**config.mk**
```make
export PLATFORM = sky130hd
export DESIGN_NAME = sslp_ctrl_flat
export DESIGN_NICKNAME = d
export VERILOG_FILES = /design/src/verilog/sslp_pkg.sv /design/src/verilog/sslp_if.sv /design/src/verilog/sslp_ctrl.sv /design/src/flat_wrapper.sv
export SDC_FILE = /design/constraint.sdc
export NUM_CORES = 1
export LEC_CHECK = 0
export ABC_AREA = 1
export BUFFER_PORTS_ARGS = -buffer_cell sky130_fd_sc_hd__buf_2
export CAP_MARGIN = 20
export CORE_MARGIN = 3
export CORE_UTILIZATION = 44
export DETAILED_ROUTE_END_ITERATION = 10
export MAX_ROUTING_LAYER = met4
export PLACE_DENSITY = 0.75
export SKIP_CTS_REPAIR_TIMING = 1
export SLEW_MARGIN = 25
export SYNTH_ARGS = -nofsm -noshare
export SYNTH_HDL_FRONTEND = slang
export SYNTH_SLANG_ARGS = --single-unit
export TNS_END_PERCENT = 100
```
**constraint.sdc**
```tcl
create_clock -name ref_clk -period 1.1 [get_ports ref_clk]
set_input_delay 0.165 -clock ref_clk [delete_from_list [all_inputs] [get_ports ref_clk]]
set_output_delay 0.165 -clock ref_clk [all_outputs]
set_load 0.03 [all_outputs]
```
**src/verilog/sslp_pkg.sv**
```systemverilog
// shared constants and types for the sram sleep control ends
package sslp_pkg;
  localparam int unsigned REF_CLK_MHZ         = 200;
  localparam int unsigned ADDR_W              = 4;
  localparam int unsigned DATA_W              = 8;
  // sleep entry delay in clock edges after first high sample
  localparam int unsigned SLEEP_ENTRY_CYCLES  = 2;
  // recovery time in ns and its cycle count, rounded up
  localparam int unsigned SLEEP_RECOVERY_NS   = 20;
  localparam int unsigned SLEEP_RECOVERY_CYC  =
    (SLEEP_RECOVERY_NS * REF_CLK_MHZ + 999) / 1000;
  localparam int unsigned CNT_W               = 4;
  localparam logic [CNT_W-1:0] CNT_RESET      = 4'h0;
  // command codes on the link
  typedef enum logic [1:0] {
    SSLP_CMD_DESELECT = 2'h0,
    SSLP_CMD_READ     = 2'h1,
    SSLP_CMD_WRITE    = 2'h2,
    SSLP_CMD_DUMMY    = 2'h3
  } sslp_cmd_e;
  // device power states
  typedef enum logic [2:0] {
    SSLP_ST_AWAKE    = 3'h1,
    SSLP_ST_ENTERING = 3'h2,
    SSLP_ST_ASLEEP   = 3'h4
  } sslp_pwr_e;
  // controller states
  typedef enum logic [3:0] {
    SSLP_C_RUN     = 4'h1,
    SSLP_C_DRAIN   = 4'h2,
    SSLP_C_SLEEP   = 4'h4,
    SSLP_C_RECOVER = 4'h8
  } sslp_ctl_e;
endpackage : sslp_pkg

```
**src/verilog/sslp_if.sv**
```systemverilog
// link between memory controller and sram sleep logic
interface sslp_if import sslp_pkg::*; ();
  logic                sleep_request;  // active high, pulled low if undriven
  logic                sleep_drive;    // controller drives sleep_request
  sslp_cmd_e           cmd;
  logic [ADDR_W-1:0]   addr;
  logic [DATA_W-1:0]   wdata;
  logic [DATA_W-1:0]   dq_out;
  logic                dq_oe;          // high while the sram drives data
  // internal pull-down when the controller leaves the pin floating
  assign sleep_request = sleep_drive ? 1'b1 : 1'b0;
  modport sram (input sleep_request, cmd, addr, wdata,
                output dq_out, dq_oe);
  modport ctrl (output sleep_drive, cmd, addr, wdata,
                input dq_out, dq_oe);
endinterface : sslp_if

```
**src/verilog/sslp_ctrl.sv**
```systemverilog
// controller end: command issue, sleep sequencing and recovery
module sslp_ctrl
  import sslp_pkg::*;
(
  // clock and reset
  input  wire logic              ref_clk,
  input  wire logic              rst,
  // user side
  input  wire logic              sleep_want,
  input  wire logic              req_valid,
  input  wire logic              req_write,
  input  wire logic [ADDR_W-1:0] req_addr,
  input  wire logic [DATA_W-1:0] req_wdata,
  output logic                   req_ready,
  output logic                   rdata_valid,
  output logic [DATA_W-1:0]      rdata,
  output logic                   in_sleep,
  // link
  sslp_if.ctrl                   link
);
  sslp_ctl_e        st;
  logic [CNT_W-1:0] cnt;
  logic [1:0]       rd_track;
  logic             last_read;
  logic             can_issue;
  logic             need_dummy;
  logic             take;

  // writes barred until recovery count expires
  assign can_issue  = (st == SSLP_C_RUN) && !sleep_want;
  assign need_dummy = req_write && last_read;
  // a request counts as taken only when its own command goes out;
  // a write that first needs a dummy read is taken one edge later
  assign take = req_valid &&
                (req_write ? (can_issue && !need_dummy)
                           : (can_issue || st == SSLP_C_RECOVER));

  // sleep sequencing
  always_ff @(posedge ref_clk) begin
    if (rst) begin
      st  <= SSLP_C_RUN;
      cnt <= CNT_RESET;
    end else begin
      unique case (st)
        SSLP_C_RUN: begin
          if (sleep_want) begin
            st <= SSLP_C_DRAIN;
          end
        end
        SSLP_C_DRAIN: begin
          if (rd_track == 2'h0) begin
            st <= SSLP_C_SLEEP;
          end
        end
        SSLP_C_SLEEP: begin
          if (!sleep_want) begin
            st  <= SSLP_C_RECOVER;
            cnt <= CNT_W'(SLEEP_RECOVERY_CYC);
          end
        end
        SSLP_C_RECOVER: begin
          if (cnt == CNT_RESET) begin
            st <= SSLP_C_RUN;
          end else begin
            cnt <= cnt - 4'h1;
          end
        end
      endcase
    end
  end

  // pin drive: high only when asleep; released pin falls to pull-down
  always_ff @(posedge ref_clk) begin
    if (rst) begin
      link.sleep_drive <= 1'b0;
    end else begin
      link.sleep_drive <= (st == SSLP_C_SLEEP) && sleep_want;
    end
  end

  // command issue; during recovery only reads or deselects go out
  always_ff @(posedge ref_clk) begin
    if (rst) begin
      link.cmd   <= SSLP_CMD_DESELECT;
      link.addr  <= '0;
      link.wdata <= '0;
      last_read  <= 1'b0;
    end else begin
      link.cmd <= SSLP_CMD_DESELECT;
      if (req_valid && !req_write &&
          (can_issue || st == SSLP_C_RECOVER)) begin
        link.cmd  <= SSLP_CMD_READ;
        link.addr <= req_addr;
        last_read <= 1'b1;
      end else if (req_valid && req_write && can_issue) begin
        if (need_dummy) begin
          link.cmd  <= SSLP_CMD_DUMMY;
          last_read <= 1'b0;
        end else begin
          link.cmd   <= SSLP_CMD_WRITE;
          link.addr  <= req_addr;
          link.wdata <= req_wdata;
        end
      end else begin
        last_read <= 1'b0;
      end
    end
  end

  // accept strobe mirrors the issue decision
  always_ff @(posedge ref_clk) begin
    if (rst) begin
      req_ready <= 1'b0;
    end else begin
      req_ready <= take;
    end
  end

  // read tracking: data returns three edges after request is taken
  always_ff @(posedge ref_clk) begin
    if (rst) begin
      rd_track    <= 2'h0;
      rdata_valid <= 1'b0;
      rdata       <= '0;
      in_sleep    <= 1'b0;
    end else begin
      rd_track    <= {rd_track[0], link.cmd == SSLP_CMD_READ};
      rdata_valid <= link.dq_oe;
      rdata       <= link.dq_out;
      in_sleep    <= (st == SSLP_C_SLEEP);
    end
  end
endmodule : sslp_ctrl

```
**src/flat_wrapper.sv**
```systemverilog
// flat-port wrapper written by rule: the top's interface ports become plain ports
module sslp_ctrl_flat import sslp_pkg::*;
  (ref_clk, rst, sleep_want, req_valid, req_write, req_addr, req_wdata, req_ready, rdata_valid, rdata, in_sleep, link_sleep_drive, link_cmd, link_addr, link_wdata, link_dq_out, link_dq_oe);
  sslp_if link_i ();
  input  wire logic ref_clk;
  input  wire logic rst;
  input  wire logic sleep_want;
  input  wire logic req_valid;
  input  wire logic req_write;
  input  wire logic [ADDR_W-1:0] req_addr;
  input  wire logic [DATA_W-1:0] req_wdata;
  output logic req_ready;
  output logic rdata_valid;
  output logic [DATA_W-1:0] rdata;
  output logic in_sleep;
  output wire logic [$bits(link_i.sleep_drive)-1:0] link_sleep_drive;
  output wire logic [$bits(link_i.cmd)-1:0] link_cmd;
  output wire logic [$bits(link_i.addr)-1:0] link_addr;
  output wire logic [$bits(link_i.wdata)-1:0] link_wdata;
  input wire logic [$bits(link_i.dq_out)-1:0] link_dq_out;
  input wire logic [$bits(link_i.dq_oe)-1:0] link_dq_oe;
  assign link_sleep_drive = link_i.sleep_drive;
  assign link_cmd = link_i.cmd;
  assign link_addr = link_i.addr;
  assign link_wdata = link_i.wdata;
  assign link_i.dq_out = link_dq_out;
  assign link_i.dq_oe = link_dq_oe;
  sslp_ctrl u_core (.ref_clk(ref_clk), .rst(rst), .sleep_want(sleep_want), .req_valid(req_valid), .req_write(req_write), .req_addr(req_addr), .req_wdata(req_wdata), .req_ready(req_ready), .rdata_valid(rdata_valid), .rdata(rdata), .in_sleep(in_sleep), .link(link_i));
endmodule
```
== After elaboration in Yosys (flattened, before gate mapping) ==
Index checks and enable logic that the tools add are counted.
Operators by class
  $add $sub $neg: 1
  equality and inequality tests: 12
  multiplexer cells: 18
  bitwise gates (word level): 3
  reductions and logical operators: 22
Operators with widths (count)
  4-bit 2-to-1 mux: 9
  4-bit one-hot mux with 4 select lines: 1
  1-bit logical AND: 9
  2-bit != test, second input constant: 4
  4-bit one-hot mux with 2 select lines: 1
  1-bit 2-to-1 mux: 7
  3-bit AND reduction: 2
  4-bit by 1-bit == test with 1-bit output, second input constant: 1
  4-bit by 2-bit == test with 1-bit output, second input constant: 1
  4-bit by 3-bit == test with 1-bit output, second input constant: 1
  4-bit == test, second input constant: 1
  4-bit logical NOT: 1
  2-bit by 1-bit != test with 1-bit output, second input constant: 2
  4-bit AND reduction: 1
  2-bit nonzero test: 2
  4-bit by 1-bit subtractor with 4-bit output, second input constant: 1
  1-bit logical NOT: 3
  3-bit by 1-bit != test with 1-bit output, second input constant: 1
  1-bit inverter: 3
  3-bit OR reduction: 1
  2-bit by 1-bit == test with 1-bit output, second input constant: 1
  2-bit logical NOT: 1
  2-bit AND reduction: 1
  1-bit logical OR: 1
Word-level totals
  bits in registers: 37
  input bits: 26
  output and inout bits: 26
  logic and storage cells: 69

== Depth between registers and ports, before layout ==
  depth in word-level cells: 6
  depth in mapped cells: 9
  mapped depth without buffers: 9

== Worst setup path after synthesis ==
OpenSTA, ideal clock, no wires.
  kind: register -> register
  from: register u_core.st[3]
  to: register u_core.link.addr[0]
  setup time: 115 ps
  arrival: 1063 ps
  slack: -79 ps
  cell stages (with the launch flop): 7
  buffers on the path: 0
  clock period less this slack: 1179 ps
  path through: dfxtp_1 nor2_2 nand3_4 a21oi_4 nand3_1 nand2_1 nor2_1
Between the ends
  word-level cells in the longest chain between the ends: 6
  elaborated cells on any way between the ends: 10
  those cells by class: 3 x eq/ne; 1 x mux; 6 x reduce/logical
RTL lines
  start, declared: line sslp_ctrl.sv:21  | sslp_ctl_e st;
  start signal, assigned: line sslp_ctrl.sv:41  | st <= SSLP_C_RUN;
  start signal, assigned: line sslp_ctrl.sv:47  | st <= SSLP_C_DRAIN;
  start signal, assigned: line sslp_ctrl.sv:52  | st <= SSLP_C_SLEEP;
  4-bit by 1-bit == test with 1-bit output: line sslp_ctrl.sv:30  | assign can_issue = (st == SSLP_C_RUN) && !sleep_want;
  1-bit logical AND: line sslp_ctrl.sv:30
  1-bit logical OR: line sslp_ctrl.sv:91  | (can_issue || st == SSLP_C_RECOVER)) begin
  1-bit logical AND: line sslp_ctrl.sv:90  | if (req_valid && !req_write &&
  2-bit != test (no source line) or 2-bit nonzero test (tied branches)
  2-bit AND reduction (no source line)
  end signal, assigned: line sslp_ctrl.sv:93  | link.addr <= req_addr;
  end signal, assigned: line sslp_ctrl.sv:101  | link.addr <= req_addr;
  end, declared: line sslp_if.sv:14  | modport ctrl (output sleep_drive, cmd, addr, wdata,
Parallel ways exist; a longest one is shown, timed or not.
A chain may end at the register's enable or synchronous reset.

== Final worst setup path ==
  from: register u_core.st[1]
  to: register u_core.st[2]
Between the ends
  word-level cells in the longest chain between the ends: 3
  elaborated cells on any way between the ends: 10
  those cells by class: 8 x eq/ne; 1 x mux; 1 x reduce/logical
RTL lines
  4-bit == test, or another cell as far along: line sslp_ctrl.sv:44  | unique case (st)
  2-bit by 1-bit != test with 1-bit output (no source line) or 2-bit != test (tied branches)
  4-bit AND reduction (no source line)
Parallel ways exist; a longest one is shown, timed or not.

==> results.json <==
{
  "synth_flop_cell": "dfxtp_1",
  "vias": 1439,
  "violations": "negative setup slack",
  "ys_ff_latch": 37,
  "setup_slack_ns": -0.164,
  "ios": 52,
  "numClockSinks": 37,
  "place_inst": 302,
  "routed_wl_um": 3440,
  "port_buffers": 51,
  "slowest_delay_ns": 0.42,
  "syn_nets": 221,
  "final.setup.tns_ns": -2.17,
  "hold_class": "input port to flop",
  "drtPass1Iterations": 4,
  "slew_headroom_pct": 85.6,
  "core-area_um2": 3150,
  "critPathCaptureType": "flop",
  "p_leak_nw": 1.04,
  "min_period_ns": 1.26,
  "cts_max_level": 2,
  "ir_drop_mv": 1.04,
  "powerDensity_nw_per_um2": 1280,
  "fmax_mhz": 791,
  "setup_viol": 23,
  "die_h_um": 64.2,
  "critPathMaxFanout": 4,
  "clockBufferDepth": 2,
  "criticalPathCategory": "flop to flop",
  "drt-vias-per-instance": 4.60,
  "cts_root_buf": "clkbuf_4",
  "cp.required_ns": 1.33,
  "grt_overflow": 0,
  "dieWidth_um": 64.2,
  "initialDrtViolationCount": 48,
  "seq_area_um2": 753,
  "finalWeightedCongestion": 0.812,
  "final_util_pct": 66.3,
  "final-hold-violation-count": 0,
  "path_cells": "nor2_4 > nand3_4 > buf_4 > nand2_1 > inv_1 > nand3_1 > o21a_1",
  "grt_use_total_pct": 17.1,
  "multi_input_area_um2": 681,
  "yosysUniqueCellTypes": 22,
  "cp.arrival_ns": 1.50,
  "max_cap_violations": 0,
  "wl_per_cell_um": 11.0,
  "antennaDiodeCount": 0,
  "start_kind": "flop",
  "hpwl_um": 2380,
  "grt_max_degree": 14,
  "start_util_pct": 47.3,
  "area_growth_pct": 40.2,
  "drc": 0,
  "finalNetCount": 296,
  "async_flop_share_pct": 0,
  "netlist_area_um2": 1490,
  "filler_cell_count": 302,
  "cts.clk_slew.worst_paths_ns": 0.11,
  "cts_buffers": 5,
  "die_area_um2": 4120,
  "instances_no_fill": 313,
  "clock_latency_ns": 0.34,
  "grt_pass1_vias": 1284,
  "antenna_found_initial": 0,
  "netlist_instances": 194,
  "post-route-period-util_pct": 115,
  "critPathTopFamily": "flip-flops",
  "ys_seq_area_share_pct": 49.7,
  "synth_warnings": 0,
  "fp-row-count": 20,
  "drive_gt1_share_pct": 42.0,
  "report.final.slew_viol_count": 0,
  "cts_tree": "yes",
  "synth.avg_cell_area_um2": 7.69,
  "slowest_stage": "dfxtp_2",
  "worst_pin_slew_ns": 0.215,
  "grt_pass1_wl_um": 5280,
  "finClkSkew_ns": 0.0108,
  "rsz0062_at_grt": "true",
  "pre_cts_ws_ns": -0.131,
  "outcome": "complete, but fails checks",
  "cp_num_buf_inv": 2,
  "synth_edf_count": 0,
  "ant_nets": 0
}
[metal layers]
| metal | vias up | GRT usage, % | wire [um] |
|---|---|---|---|
| li1 | 749 | - | - |
| met1 | 643 | 19.4 | 1560 |
| met2 | 42 | 27.7 | 1640 |
| met3 | 5 | 5.80 | 202 |
| met4 | 0 | 6.33 | 44 |
| met5 | - | - | 0 |
[stage by stage]
stage	hold WS, ns	total power (W)	cell area, um^2
6_report	0.0270	0.00268	2090
5_1_grt	0.00512	0.00283	2090
4_1_cts	0.00989	0.00265	2000
3_5_place_dp	0.370	0.00195	1940
3_3_place_gp	0.362	0.00194	1940
2_1_floorplan	0.238	0.00178	1510
[sequential cells by signal, summed over array words and instances (netlist names)]
signal and cells:
u_core.req_ready 1, u_core.link.sleep_drive 1, u_core.in_sleep 1, u_core.link.addr 4, u_core.rd_track 2, u_core.rdata 8, u_core.last_read 1, u_core.link.wdata 8
u_core.st 4, u_core.link.cmd 2, u_core.cnt 4, u_core.rdata_valid 1
[synthesized netlist by cell type, types with 2 or more instances]
cell	instances	area share [%]
nand2_4	3	2.3
dfxtp_1	37	50
nor2_1	45	11
nor2_4	2	1.5
a21oi_1	8	2.7
nand4_1	2	0.84
o21ai_0	9	3.0
nand3_1	15	5.0
inv_1	27	6.8
nand2_1	28	7.0
clkbuf_1	3	0.75
nor2_2	5	2.1
[cells in the final DEF, fill, tap and decap left out, types with 2 or more instances in the layout]
| cell | netlist | final |
|---|---|---|
| nor2_2 | 5 | 3 |
| buf_4 | 0 | 18 |
| nor2_4 | 2 | 4 |
| nand3_1 | 15 | 13 |
| a21oi_1 | 8 | 7 |
| dfxtp_4 | 0 | 2 |
| a21oi_2 | 0 | 2 |
| nor2_1 | 45 | 45 |
| nand2_2 | 1 | 6 |
| dfxtp_1 | 37 | 31 |
| nand3_4 | 1 | 2 |
| inv_1 | 27 | 23 |
| nand3_2 | 1 | 2 |
| inv_2 | 1 | 3 |
| buf_2 | 0 | 49 |
| nand2_4 | 3 | 3 |
| nand4_1 | 2 | 2 |
| inv_4 | 0 | 2 |
| dfxtp_2 | 0 | 4 |
| o21ai_1 | 0 | 8 |
| buf_12 | 0 | 2 |
| nand2_1 | 28 | 23 |
| clkbuf_4 | 0 | 6 |
[area by class of cell]
cell class,instances,share of cell area (%)
timing repair buffer,70,20.5
multi-input combinational,126,32.6
clock buffer,7,2.63
tap,44,2.63
sequential,37,36.0
inverter,29,5.69
[cell families after synthesis]
family	after synthesis	synth area share, %
simple gates	104	33.2
flops	37	49.7
buf+inv	32	8.39
compound gates	19	7.30
xor+xnor	1	0.587
fa+ha+maj	1	0.839
[power breakdown]
| part | internal, W | total (W) | switching (W) |
|---|---|---|---|
| Sequential | 0.00140 | 0.00145 | 0.0000462 |
| Clock | 0.000302 | 0.000712 | 0.000411 |
| Combinational | 0.000209 | 0.000518 | 0.000309 |
[worst paths after layout]
path | startpoint | endpoint | slack (ns) | cells past startpoint
max | u_core.st[1]$_SDFFE_PP0P_ | u_core.st[2]$_SDFFE_PP0P_ | -0.16 | 7
min | link_dq_out[2] | u_core.rdata[2]$_SDFF_PP0_ | 0.03 | 3
max reg2reg | u_core.st[1]$_SDFFE_PP0P_ | u_core.st[2]$_SDFFE_PP0P_ | -0.16 | 7
min reg2reg | u_core.link.cmd[1]$_SDFF_PP0_ | u_core.rd_track[0]$_SDFF_PP0_ | 0.42 | 1
[worst reg2reg max path, delay by kind of cell, from the launching register on]
family	cells	cell delay (ns)
buffers and inverters	2	0.24
flip-flops	1	0.42
AO/OA/AOI/OAI	1	0.17
AND/OR/NAND/NOR	4	0.33
Power figures use the tool's default switching activity.
